`config.mk`:
```
export PLATFORM = sky130hd
export DESIGN_NAME = cpct_timer
export DESIGN_NICKNAME = d
export VERILOG_FILES = /design/src/pkg/cpct_pkg.sv /design/src/hdl/cpct_timer.sv
export SDC_FILE = /design/constraint.sdc
export NUM_CORES = 1
export LEC_CHECK = 0
export BUFFER_PORTS_ARGS = -buffer_cell sky130_fd_sc_hd__buf_2
export CAP_MARGIN = 25
export CORE_MARGIN = 5
export CORE_UTILIZATION = 70
export CTS_BUF_LIST = sky130_fd_sc_hd__clkbuf_4 sky130_fd_sc_hd__clkbuf_8
export CTS_CLUSTER_SIZE = 10
export DETAILED_ROUTE_END_ITERATION = 8
export PLACE_DENSITY = 0.86
export SYNTH_ARGS = -nofsm -noshare
export SYNTH_HDL_FRONTEND = slang
export SYNTH_SLANG_ARGS = --single-unit
```
`constraint.sdc`:
```
create_clock -name clk_sys_in -period 14.3 [get_ports clk_sys_in]
set_input_delay 0 -clock clk_sys_in [delete_from_list [all_inputs] [get_ports clk_sys_in]]
set_output_delay 0 -clock clk_sys_in [all_outputs]
set_load 0.02 [all_outputs]
```
`src/pkg/cpct_pkg.sv`:
```
// Purpose: Shared constants and types of the cascadable PWM and capture timer.
// Assumes: Byte-wide register port, three timer channels of eight registers each.
// Notes:   Every offset, field position and reset value of the counter, reload, PWM, control and mask registers is named here once.
package cpct_pkg;
    localparam int NUM_CH = 3;
    localparam int ADDR_W = 5;
    localparam int DATA_W = 8;
    localparam int CNT_W  = 16;
    localparam int PRE_CW = 7;

    // Register index inside a channel; the channel number sits in the address bits above.
    localparam logic [2:0] REG_CNT_HI = 3'h0;
    localparam logic [2:0] REG_CNT_LO = 3'h1;
    localparam logic [2:0] REG_RLD_HI = 3'h2;
    localparam logic [2:0] REG_RLD_LO = 3'h3;
    localparam logic [2:0] REG_PWM_HI = 3'h4;
    localparam logic [2:0] REG_PWM_LO = 3'h5;
    localparam logic [2:0] REG_CTL0   = 3'h6;
    localparam logic [2:0] REG_CTL1   = 3'h7;

    localparam logic [4:0] ADDR_IRQ_STAT = 5'h18;
    localparam logic [4:0] ADDR_IRQ_MASK = 5'h19;

    localparam int CTL1_EN_BIT   = 7;
    localparam int CTL1_POL_BIT  = 6;
    localparam int CTL1_PRE_LSB  = 3;
    localparam int CTL1_MODE_LSB = 0;
    localparam int CTL0_CASC_BIT = 7;
    localparam int CTL0_CFG_LSB  = 5;
    localparam int CTL0_OEN_BIT  = 4;
    localparam int CTL0_CAPF_BIT = 0;

    localparam logic [15:0] CNT_RST   = 16'h0000;
    localparam logic [15:0] CNT_START = 16'h0001;
    localparam logic [15:0] RLD_RST   = 16'hFFFF;
    localparam logic [15:0] PWM_RST   = 16'h0000;
    localparam logic [7:0]  CTL_RST   = 8'h00;
    localparam logic [7:0]  MASK_RST  = 8'h00;

    localparam logic [1:0] CFG_CAP_ONLY = 2'h2;
    localparam logic [1:0] CFG_RLD_ONLY = 2'h3;

    typedef enum logic [2:0]
    {
        MODE_ONESHOT,
        MODE_CONT,
        MODE_PWM,
        MODE_CAPTURE,
        MODE_CAP_RESTART,
        MODE_CAP_COMPARE
    } cpct_mode_type;
endpackage

```
`src/hdl/cpct_timer.sv`:
```
// Purpose: Three cascadable 16-bit timers with PWM, capture and an atomic count read.
// Assumes: Timer input pins and the comparator output are asynchronous to clk_sys_in.
// Notes:   Register reads return data in the cycle after the read strobe.
//
// Local design decisions: the register addresses and the address-and-strobe port.
`timescale 1ns/1ps

// Behaviour
// - PWM period is reload times prescale.
// - First period runs from the current count, zero after reset.
// - Polarity 0: high for reload minus PWM.
// - Polarity 1: high for PWM value counts.
// - Three capture modes copy count to PWM.
// - Polarity picks capture edge, rising or falling.
// - Source field picks capture, reload or both.
// - Capture flag set by capture, cleared by reload.
// - Capture modes toggle output at reload.
// - Count readable as bytes without disturbing counting.
// - High byte read latches low byte when enabled.
// - Disabled low byte read returns live count.
// - Byte writes load the counter next edge.
// - Cascaded first timer counts comparator edges.
// - Cascaded later timers count preceding timer.
// - Cascade works in all modes but capture restart, and in chains without back-to-back reloads.
module cpct_timer
#(
    parameter int NUM_CH = cpct_pkg::NUM_CH
)
(
    input  wire logic                          clk_sys_in,
    input  wire logic                          rst_in,
    input  wire logic                          ce_in,
    input  wire logic [cpct_pkg::ADDR_W-1:0]   addr_in,
    input  wire logic [cpct_pkg::DATA_W-1:0]   wdata_in,
    input  wire logic                          wr_in,
    input  wire logic                          rd_in,
    output logic      [cpct_pkg::DATA_W-1:0]   rdata_out,
    input  wire logic [NUM_CH-1:0]             timer_in_in,
    input  wire logic                          comparator_in,
    output logic      [NUM_CH-1:0]             timer_out_out,
    output logic      [NUM_CH-1:0]             timer_out_oe_out,
    output logic                               irq_out
);
    // Pin synchronisers; the first stage is read only by the second.
    logic [NUM_CH-1:0] pin_meta_r;
    logic [NUM_CH-1:0] pin_sync_r;
    logic              comp_meta_r;
    logic              comp_sync_r;

    logic [NUM_CH-1:0] rld_pulse;
    logic [NUM_CH-1:0] irq_evt;
    logic [7:0]        rd_val [NUM_CH];
    logic [7:0]        stat_r;
    logic [7:0]        mask_r;
    logic [7:0]        stat_nxt;
    logic [7:0]        rdata_nxt;
    logic [2:0]        reg_sel;
    logic [1:0]        ch_sel;

    assign reg_sel = addr_in[2:0];
    assign ch_sel  = addr_in[4:3];

    always_ff @(posedge clk_sys_in or posedge rst_in)
    begin
        if (rst_in)
        begin
            pin_meta_r  <= '0;
            pin_sync_r  <= '0;
            comp_meta_r <= 1'b0;
            comp_sync_r <= 1'b0;
        end
        else if (ce_in)
        begin
            pin_meta_r  <= timer_in_in;
            pin_sync_r  <= pin_meta_r;
            comp_meta_r <= comparator_in;
            comp_sync_r <= comp_meta_r;
        end
    end

    genvar gi;
    generate
        for (gi = 0; gi < NUM_CH; gi++)
        begin : g_ch
            logic [15:0]              cnt_r;
            logic [15:0]              rld_r;
            logic [15:0]              pwm_r;
            logic [7:0]               ctl0_r;
            logic [7:0]               ctl1_r;
            logic [7:0]               hold_r;
            logic [cpct_pkg::PRE_CW-1:0] pre_r;
            logic [cpct_pkg::PRE_CW-1:0] pre_max;
            logic                     out_r;
            logic                     src_prev_r;
            logic                     src_lvl;
            logic                     src_rise;
            logic                     src_fall;
            logic                     en;
            logic                     pol;
            logic                     casc;
            logic [1:0]               cfg;
            logic [2:0]               pre_exp;
            cpct_pkg::cpct_mode_type  mode;
            logic                     is_cap;
            logic                     wr_hit;
            logic                     advance;
            logic                     at_rld;
            logic                     rld_evt;
            logic                     cap_evt;
            logic                     irq_cap;
            logic                     irq_rld;
            logic                     en_rise;

            assign en      = ctl1_r[cpct_pkg::CTL1_EN_BIT];
            assign pol     = ctl1_r[cpct_pkg::CTL1_POL_BIT];
            assign pre_exp = ctl1_r[cpct_pkg::CTL1_PRE_LSB +: 3];
            assign mode    = cpct_pkg::cpct_mode_type'(ctl1_r[cpct_pkg::CTL1_MODE_LSB +: 3]);
            assign casc    = ctl0_r[cpct_pkg::CTL0_CASC_BIT];
            assign cfg     = ctl0_r[cpct_pkg::CTL0_CFG_LSB +: 2];
            assign is_cap  = (mode == cpct_pkg::MODE_CAPTURE)
                          || (mode == cpct_pkg::MODE_CAP_RESTART)
                          || (mode == cpct_pkg::MODE_CAP_COMPARE);
            assign wr_hit  = wr_in && (ch_sel == 2'(gi));

            // The input source is redefined when cascading.
            if (gi == 0)
            begin : g_src0
                assign src_lvl = casc ? comp_sync_r : pin_sync_r[gi];
            end
            else
            begin : g_srcn
                assign src_lvl = casc ? rld_pulse[gi-1] : pin_sync_r[gi];
            end

            assign src_rise = src_lvl & ~src_prev_r;
            assign src_fall = ~src_lvl & src_prev_r;

            // A cascaded timer counts source edges instead of prescaled clocks in any mode.
            // At the top exponent the shift wraps to zero, so the result is all ones.
            assign pre_max = ({{(cpct_pkg::PRE_CW-1){1'b0}}, 1'b1} << pre_exp) - 1'b1;
            assign advance = casc ? src_rise : (pre_r == pre_max);
            assign at_rld  = (cnt_r == rld_r);
            assign rld_evt = en && advance && at_rld;
            assign cap_evt = en && is_cap && (pol ? src_fall : src_rise);
            assign irq_cap = cap_evt && (cfg != cpct_pkg::CFG_RLD_ONLY);
            assign irq_rld = rld_evt && (!is_cap || (cfg != cpct_pkg::CFG_CAP_ONLY));
            assign en_rise = wr_hit && (reg_sel == cpct_pkg::REG_CTL1)
                          && wdata_in[cpct_pkg::CTL1_EN_BIT] && !en;

            assign rld_pulse[gi] = rld_evt;
            assign irq_evt[gi]   = irq_cap | irq_rld;
            assign timer_out_out[gi]    = out_r;
            assign timer_out_oe_out[gi] = ctl0_r[cpct_pkg::CTL0_OEN_BIT];

            always_ff @(posedge clk_sys_in or posedge rst_in)
            begin
                if (rst_in)
                begin
                    src_prev_r <= 1'b0;
                end
                else if (ce_in)
                begin
                    src_prev_r <= src_lvl;
                end
            end

            always_ff @(posedge clk_sys_in or posedge rst_in)
            begin
                if (rst_in)
                begin
                    pre_r <= '0;
                end
                else if (ce_in)
                begin
                    if (!en || casc || (pre_r == pre_max))
                    begin
                        pre_r <= '0;
                    end
                    else
                    begin
                        pre_r <= pre_r + 1'b1;
                    end
                end
            end

            // Bus writes land directly in the counter; there is no write holding register.
            always_ff @(posedge clk_sys_in or posedge rst_in)
            begin
                if (rst_in)
                begin
                    cnt_r <= cpct_pkg::CNT_RST;
                end
                else if (ce_in)
                begin
                    if (wr_hit && reg_sel == cpct_pkg::REG_CNT_HI)
                    begin
                        cnt_r <= {wdata_in, cnt_r[7:0]};
                    end
                    else if (wr_hit && reg_sel == cpct_pkg::REG_CNT_LO)
                    begin
                        cnt_r <= {cnt_r[15:8], wdata_in};
                    end
                    else if (cap_evt && mode == cpct_pkg::MODE_CAP_RESTART)
                    begin
                        cnt_r <= cpct_pkg::CNT_START;
                    end
                    else if (en && advance)
                    begin
                        cnt_r <= at_rld ? cpct_pkg::CNT_START : cnt_r + 16'h0001;
                    end
                end
            end

            always_ff @(posedge clk_sys_in or posedge rst_in)
            begin
                if (rst_in)
                begin
                    rld_r <= cpct_pkg::RLD_RST;
                end
                else if (ce_in && wr_hit)
                begin
                    if (reg_sel == cpct_pkg::REG_RLD_HI)
                    begin
                        rld_r[15:8] <= wdata_in;
                    end
                    else if (reg_sel == cpct_pkg::REG_RLD_LO)
                    begin
                        rld_r[7:0] <= wdata_in;
                    end
                end
            end

            always_ff @(posedge clk_sys_in or posedge rst_in)
            begin
                if (rst_in)
                begin
                    pwm_r <= cpct_pkg::PWM_RST;
                end
                else if (ce_in)
                begin
                    if (cap_evt)
                    begin
                        pwm_r <= cnt_r;
                    end
                    else if (wr_hit && reg_sel == cpct_pkg::REG_PWM_HI)
                    begin
                        pwm_r[15:8] <= wdata_in;
                    end
                    else if (wr_hit && reg_sel == cpct_pkg::REG_PWM_LO)
                    begin
                        pwm_r[7:0] <= wdata_in;
                    end
                end
            end

            // A one-shot timer turns itself off at its reload.
            always_ff @(posedge clk_sys_in or posedge rst_in)
            begin
                if (rst_in)
                begin
                    ctl1_r <= cpct_pkg::CTL_RST;
                end
                else if (ce_in)
                begin
                    if (wr_hit && reg_sel == cpct_pkg::REG_CTL1)
                    begin
                        ctl1_r <= wdata_in;
                    end
                    else if (rld_evt && mode == cpct_pkg::MODE_ONESHOT)
                    begin
                        ctl1_r[cpct_pkg::CTL1_EN_BIT] <= 1'b0;
                    end
                end
            end

            // The capture flag is hardware owned; a capture in the same cycle wins.
            always_ff @(posedge clk_sys_in or posedge rst_in)
            begin
                if (rst_in)
                begin
                    ctl0_r <= cpct_pkg::CTL_RST;
                end
                else if (ce_in)
                begin
                    if (wr_hit && reg_sel == cpct_pkg::REG_CTL0)
                    begin
                        ctl0_r[7:1] <= wdata_in[7:1];
                    end
                    if (irq_cap)
                    begin
                        ctl0_r[cpct_pkg::CTL0_CAPF_BIT] <= 1'b1;
                    end
                    else if (irq_rld)
                    begin
                        ctl0_r[cpct_pkg::CTL0_CAPF_BIT] <= 1'b0;
                    end
                end
            end

            always_ff @(posedge clk_sys_in or posedge rst_in)
            begin
                if (rst_in)
                begin
                    hold_r <= 8'h00;
                end
                else if (ce_in && rd_in && en && ch_sel == 2'(gi)
                         && reg_sel == cpct_pkg::REG_CNT_HI)
                begin
                    hold_r <= cnt_r[7:0];
                end
            end

            // The PWM level follows the registered count, so edges lag the count by a cycle.
            always_ff @(posedge clk_sys_in or posedge rst_in)
            begin
                if (rst_in)
                begin
                    out_r <= 1'b0;
                end
                else if (ce_in)
                begin
                    if (en_rise)
                    begin
                        out_r <= wdata_in[cpct_pkg::CTL1_POL_BIT];
                    end
                    else if (en && mode == cpct_pkg::MODE_PWM)
                    begin
                        if (pol)
                        begin
                            out_r <= (cnt_r <= pwm_r);
                        end
                        else
                        begin
                            out_r <= (cnt_r > pwm_r);
                        end
                    end
                    else if (rld_evt)
                    begin
                        out_r <= ~out_r;
                    end
                end
            end

            always_comb
            begin
                case (reg_sel)
                    cpct_pkg::REG_CNT_HI: rd_val[gi] = cnt_r[15:8];
                    cpct_pkg::REG_CNT_LO: rd_val[gi] = en ? hold_r : cnt_r[7:0];
                    cpct_pkg::REG_RLD_HI: rd_val[gi] = rld_r[15:8];
                    cpct_pkg::REG_RLD_LO: rd_val[gi] = rld_r[7:0];
                    cpct_pkg::REG_PWM_HI: rd_val[gi] = pwm_r[15:8];
                    cpct_pkg::REG_PWM_LO: rd_val[gi] = pwm_r[7:0];
                    cpct_pkg::REG_CTL0:   rd_val[gi] = ctl0_r;
                    cpct_pkg::REG_CTL1:   rd_val[gi] = ctl1_r;
                    default:              rd_val[gi] = 8'h00;
                endcase
            end
        end
    endgenerate

    // Status bits are write-one-to-clear; a new event in the same cycle stays set.
    always_comb
    begin
        stat_nxt = stat_r;
        if (wr_in && addr_in == cpct_pkg::ADDR_IRQ_STAT)
        begin
            stat_nxt = stat_nxt & ~wdata_in;
        end
        stat_nxt = stat_nxt | {{(8-NUM_CH){1'b0}}, irq_evt};
    end

    always_ff @(posedge clk_sys_in or posedge rst_in)
    begin
        if (rst_in)
        begin
            stat_r <= 8'h00;
        end
        else if (ce_in)
        begin
            stat_r <= stat_nxt;
        end
    end

    always_ff @(posedge clk_sys_in or posedge rst_in)
    begin
        if (rst_in)
        begin
            mask_r <= cpct_pkg::MASK_RST;
        end
        else if (ce_in && wr_in && addr_in == cpct_pkg::ADDR_IRQ_MASK)
        begin
            mask_r <= wdata_in;
        end
    end

    assign irq_out = |(stat_r & mask_r);

    // Unmapped addresses read as zero.
    always_comb
    begin
        rdata_nxt = 8'h00;
        if (addr_in == cpct_pkg::ADDR_IRQ_STAT)
        begin
            rdata_nxt = stat_r;
        end
        else if (addr_in == cpct_pkg::ADDR_IRQ_MASK)
        begin
            rdata_nxt = mask_r;
        end
        else if (32'(ch_sel) < NUM_CH)
        begin
            rdata_nxt = rd_val[ch_sel];
        end
    end

    always_ff @(posedge clk_sys_in or posedge rst_in)
    begin
        if (rst_in)
        begin
            rdata_out <= 8'h00;
        end
        else if (ce_in)
        begin
            rdata_out <= rd_in ? rdata_nxt : 8'h00;
        end
    end
endmodule // cpct_timer

```
* Word-level counts from Yosys, hierarchy flattened
Cells that the tools add are included.
Cells by class: shift-type cells 3, bitwise gates (word level) 27, equal/unequal tests 41, reduce and logical (&&, ||, !) cells 151, $add $sub $neg 9, muxes and demuxes 77, div/mod/pow operators 0, multipliers 0, order comparisons 8
Operator list (count):
- 2-to-1 mux 16 bit | 18
- one-hot mux 8 bit (8 select lines) | 3
- 2-to-1 mux 8 bit | 19
- logical AND 1 bit | 70
- adder 16 x 1 -> 16 bit (second input constant) | 3
- == test 16 bit | 3
- > comparator 16 bit | 3
- <= comparator 16 bit | 3
- AND reduction 2 bit | 21
- AND reduction 3 bit | 12
- 2-to-1 mux 1 bit | 33
- == test 3 bit (second input constant) | 10
- nonzero test 3 bit | 9
- == test 3 x 2 -> 1 bit (second input constant) | 8
- inequality test 2 bit (second input constant) | 12
- nonzero test 2 bit | 12
- adder 7 x 1 -> 7 bit (second input constant) | 3
- == test 7 bit | 3
- 2-to-1 mux 7 bit | 3
- left shift 1 x 3 -> 7 bit (first input constant) | 3
- subtractor 7 x 1 -> 7 bit (second input constant) | 3
- bitwise AND 8 bit | 2
- binary-select mux 8 bit (select 2 bit) | 1
- logical OR 1 bit | 15
- other kinds (16) | 44
Storage, ports and cells: register bits after elaboration 275, bits in latches 0, memories 0, bits in writable memories 0, word-level logic and storage cells 365, ROM bits 0, output and inout bits 15

* Depth between registers and ports, before layout
depth after elaboration 20, mapped depth 15

* Worst setup path after synthesis
OpenSTA, ideal clock, no wires.
path type flip-flop to flip-flop, from register g_ch[2].ctl1_r[4], to register g_ch[2].ctl1_r[7], setup time 0.128 ns, clock period less this slack 3.116 ns, stages on the path, launching flop included 14, setup slack 11.184 ns, path buffers 2, arrival 2.988 ns, data required time 14.172 ns, path through dfrtp_1 > clkbuf_1 > or3_1 > ha_1 > clkbuf_1 > xnor2_1 > nor4_1 > a21oi_1 > nor3_1 > a31oi_1 > nor2b_1 > nand4_1 > o41ai_2 > mux2_1
On the way: cells in the longest elaborated chain, start to end 9
RTL lines:
- start, declared | line cpct_timer.sv:89 | logic [7:0] ctl1_r;
- start signal, assigned | line cpct_timer.sv:261 | ctl1_r <= cpct_pkg::CTL_RST;
- start signal, assigned | line cpct_timer.sv:267 | ctl1_r <= wdata_in;
- left shift 1 x 3 -> 7 bit | line cpct_timer.sv:140 | assign pre_max = ({{(cpct_pkg::PRE_CW-1){1'b0}}, 1'b1} << pre_exp) - 1'b1;
- subtractor 7 x 1 -> 7 bit | line cpct_timer.sv:140
- == test 7 bit | line cpct_timer.sv:141 | assign advance = casc ? src_rise : (pre_r == pre_max);
- 2-to-1 mux 1 bit | line cpct_timer.sv:141
- logical AND 1 bit (2 in a row) | line cpct_timer.sv:143 | assign rld_evt = en && advance && at_rld;
- logical AND 1 bit | line cpct_timer.sv:269 | else if (rld_evt && mode == cpct_pkg::MODE_ONESHOT)
- nonzero test 2 bit (no source line)
- AND reduction 2 bit (no source line)
No other way between the ends. A chain may end at the register's enable or synchronous reset.

* Worst setup path after layout
from register g_ch[0].ctl1_r[5], to register g_ch[1].cnt_r[11]
On the way: cells in the longest elaborated chain, start to end 15
RTL lines:
- start, declared | line cpct_timer.sv:89
- start signal, assigned | line cpct_timer.sv:261
- start signal, assigned | line cpct_timer.sv:267
- left shift 1 x 3 -> 7 bit (*) | line cpct_timer.sv:140
- subtractor 7 x 1 -> 7 bit (*) | line cpct_timer.sv:140
- == test 7 bit (*) | line cpct_timer.sv:141
- 2-to-1 mux 1 bit (*) | line cpct_timer.sv:141
- logical AND 1 bit (*) (2 in a row) | line cpct_timer.sv:143
- 2-to-1 mux 1 bit (*) | line cpct_timer.sv:132 | assign src_lvl = casc ? rld_pulse[gi-1] : pin_sync_r[gi];
- inverter 1 bit | line cpct_timer.sv:136 | assign src_fall = ~src_lvl & src_prev_r;
- bitwise AND 1 bit | line cpct_timer.sv:136
- 2-to-1 mux 1 bit | line cpct_timer.sv:144 | assign cap_evt = en && is_cap && (pol ? src_fall : src_rise);
- logical AND 1 bit | line cpct_timer.sv:144
- logical AND 1 bit | line cpct_timer.sv:203 | else if (cap_evt && mode == cpct_pkg::MODE_CAP_RESTART)
- 2-to-1 mux 16 bit | line cpct_timer.sv:203
- 2-to-1 mux 16 bit | line cpct_timer.sv:199 | else if (wr_hit && reg_sel == cpct_pkg::REG_CNT_LO)
- 2-to-1 mux 16 bit | line cpct_timer.sv:195 | if (wr_hit && reg_sel == cpct_pkg::REG_CNT_HI)
- end signal, assigned | line cpct_timer.sv:197 | cnt_r <= {wdata_in, cnt_r[7:0]};
- end signal, assigned | line cpct_timer.sv:201 | cnt_r <= {cnt_r[15:8], wdata_in};
- end signal, assigned | line cpct_timer.sv:205 | cnt_r <= cpct_pkg::CNT_START;
- end, declared | line cpct_timer.sv:85 | logic [15:0] cnt_r;
Every way passes the cells marked *; elsewhere a longest branch is shown, timed or not. The select of a mux whose other input is x is not followed.

==> impl_metrics.json <==
{
  "cts_inserted_buffers": 47,
  "worst_hold_slack_ps": 87.7,
  "synth_enable_flop_cells": 0,
  "synth_warnings": 0,
  "drc_errors": 0,
  "maxCapViolations": 0,
  "cp_data_required_time_ps": 14810,
  "syn_inst": 1929,
  "cts_sinks": 275,
  "final_net_count": 1974,
  "portBuffers": 36,
  "cts_setup_buffers": 0,
  "cts_tree": "built",
  "cp_max_fo": 22,
  "grt_pass1_vias": 16200,
  "crit_type": "flip-flop to flip-flop",
  "dieArea_um2": 28800,
  "rsz0062_at_grt": "false",
  "ys_types": 94,
  "use_met3": 0.0936,
  "drt_wl_total_um": 57600,
  "yosys_register_bits": 275,
  "io_pins": 37,
  "ctsResizeCount": 0,
  "synth-seq-area-share": 0.389,
  "fmax_mhz": 255,
  "instances_no_fill": 2267,
  "fin_crit_ps": 3920,
  "layout_commonest_cell": "dfrtp_1",
  "grtUsageMet1": 0.523,
  "dp_slack_ps": 10540,
  "root_buffer": "clkbuf_8",
  "synth_area_um2": 17800,
  "setup_violations": 0,
  "first_iter_violations": 2662,
  "clkTransAtPathRegs_ps": 60,
  "worstPathCellList": "or4b_1 > a21oi_2 > a2bb2oi_2 > a31o_4 > a31oi_1 > mux2i_1 > nand3_1 > a31oi_1 > o211a_1",
  "dp.cells": 2161,
  "start_util": 0.710,
  "synthesis.nets": 2006,
  "mostFrequentLayoutCells": "dfrtp_1, nand2_1, mux2_2",
  "slew_violations": 0,
  "critPathBufInv": 0,
  "power_density_nw_per_um2": 126,
  "met2_usage": 0.598,
  "antenna_left": 0,
  "final_hold_viol_count": 0,
  "synthFlopType": "dfrtp_1",
  "rows": 58,
  "fin_skew_ps": 24.5,
  "via_per_inst": 7.24,
  "cts_max_level": 2,
  "overflow": 0,
  "grt_max_degree": 130,
  "dp_hpwl_um": 38100,
  "cpLargestDelayFamily": "compound AO/OA/AOI/OAI gates",
  "grt_busiest_layer": "met2",
  "grt_pass1_wl_um": 90000,
  "endpoint_kind": "flip-flop",
  "num_vias": 16400,
  "fin_ws_ps": 10380,
  "setup.worst_path.start_class": "flip-flop",
  "max_slew_margin": 0.259,
  "clockBufferDepth": 3,
  "crit_path_max_incr_delay_ps": 760,
  "setup-tns-final_ps": 0,
  "die_y_um": 170,
  "leakage_nw": 8.21,
  "core_region_area_um2": 25100,
  "status": "finished clean",
  "first_pass_iters": 8,
  "die_w_um": 170,
  "crit_slowest_cell": "nand3_1",
  "min_path_type": "input pin to flip-flop",
  "synth-async-reset-ratio": 1.00,
  "clock_latency_ps": 590,
  "worstMarginPinSlew_ps": 1100,
  "gp_congestion": 1.03,
  "cp_data_arrival_time_ps": 4430,
  "wl_per_cell_um": 25.4,
  "synth_area_per_cell_um2": 9.24,
  "peakVddDrop_uv": 119,
  "syn2layout_area_growth_pct": 7.43,
  "drive_gt1_frac": 0.208,
  "fin_crit_sh": 0.274,
  "grt_use_total": 0.396,
  "grt_antenna_before_repair": 1,
  "cp_common_cell": "a31oi_1"
}
Yosys cell counts, drive strengths merged, types with 9 or more instances:
master | instances | share of area
a21boi | 9 | 0.0038
a21o | 17 | 0.0072
a21oi | 90 | 0.026
a221oi | 27 | 0.013
a22o | 18 | 0.0088
a22oi | 23 | 0.0097
a31oi | 18 | 0.0072
a32oi | 12 | 0.0063
and2 | 20 | 0.0070
and3 | 25 | 0.0088
buf | 34 | 0.011
clkbuf | 117 | 0.025
dfrtp | 227 | 0.32
dfstp | 48 | 0.071
ha | 55 | 0.039
inv | 101 | 0.021
mux2 | 142 | 0.090
mux2i | 48 | 0.027
nand2 | 189 | 0.040
nand2b | 21 | 0.0074
nand3 | 63 | 0.018
nand4 | 43 | 0.015
nor2 | 121 | 0.025
nor2b | 17 | 0.0060
nor3 | 26 | 0.0076
nor4 | 14 | 0.0065
o211ai | 15 | 0.0086
o21a | 12 | 0.0051
o21ai | 129 | 0.036
o221a | 32 | 0.020
o22ai | 32 | 0.011
o31ai | 9 | 0.0041
or3 | 11 | 0.0039
xnor2 | 61 | 0.030
path summary, 6_finish.rpt:
| path | from | end | slack, ps | cells after the start |
|---|---|---|---|---|
| min in group asynchronous | rst_in | g_ch[2].cnt_r[0] | 160 | 3 |
| hold reg to reg | g_ch[0].pwm_r[4] | g_ch[0].pwm_r[4] | 480 | 2 |
| hold / removal | wdata_in[5] | g_ch[2].ctl1_r[5] | 90 | 3 |
| setup reg to reg | g_ch[0].ctl1_r[5] | g_ch[1].cnt_r[11] | 10380 | 9 |
| max in group asynchronous | rst_in | g_ch[1].hold_r[1] | 12690 | 4 |
| setup / recovery | g_ch[0].ctl1_r[5] | g_ch[1].cnt_r[11] | 10380 | 9 |
metal layers:
metal | vias to the layer above | part of all wire
li1 | 6986 | -
met3 | 351 | 0.13
met4 | 0 | 0.071
met5 | - | 0
met1 | 7815 | 0.37
met2 | 1250 | 0.44
state kept, by name, indices dropped and copies added (netlist names):
register and flops:
g_ch.pwm_r 48, g_ch.hold_r 24, pin_sync_r 3, comp_sync_r 1, g_ch.rld_r 48, mask_r 8, g_ch.src_prev_r 3, g_ch.ctl1_r 24
pin_meta_r 3, g_ch.out_r 3, g_ch.cnt_r 48, g_ch.ctl0_r 24, rdata_out 8, comp_meta_r 1, g_ch.pre_r 21, stat_r 8
area by class of cell:
class                   instances  area (um2)
clock inverters                19         151
clock buffers                  69         893
flip-flops and latches        275        6940
inverters                     101         387
fillers                      1724        5960
repair buffers                 70         487
diodes                          1        2.50
multi-input cells            1402        9870
well taps                     330         413
kinds of logic (layout without fill, tap and decap cells):
group / after synthesis / in the layout / synth area share
xor gates and xnor gates: 69 / 69 / 0.0339
muxes: 193 / 193 / 0.121
buffers and inverters: 252 / 259 / 0.0566
DFF: 275 / 275 / 0.389
adders and majority gates: 55 / 55 / 0.0386
AOI/OAI and AO/OA: 502 / 502 / 0.201
and+or+nand+nor: 583 / 583 / 0.160
other: 0 / 1 / 0
timing repair:
item,4_1_cts,5_1_grt
hold buffers,11,0
setup endpoints to repair,0,0
endpoints found under the hold margin,104,0
power by group:
part | switching (mW) | internal (mW)
registers | 0.153 | 0.897
logic | 0.318 | 0.251
clock network | 0.354 | 0.440
total | 0.824 | 1.59
through the flow:
step	total power [mW]	util	instance area, um2
finish	2.41	0.763	19100
global route	2.51	0.763	19100
CTS	2.38	0.760	19100
detailed placement	1.60	0.714	17900
global placement	1.57	0.714	17900
floorplan	1.43	-	17800
worst min-delay path, stage by stage:
cell and delay [ps]:
buf_2 390, nand2_1 150, o21ai_0 80
(Power assumes the default switching activity.)
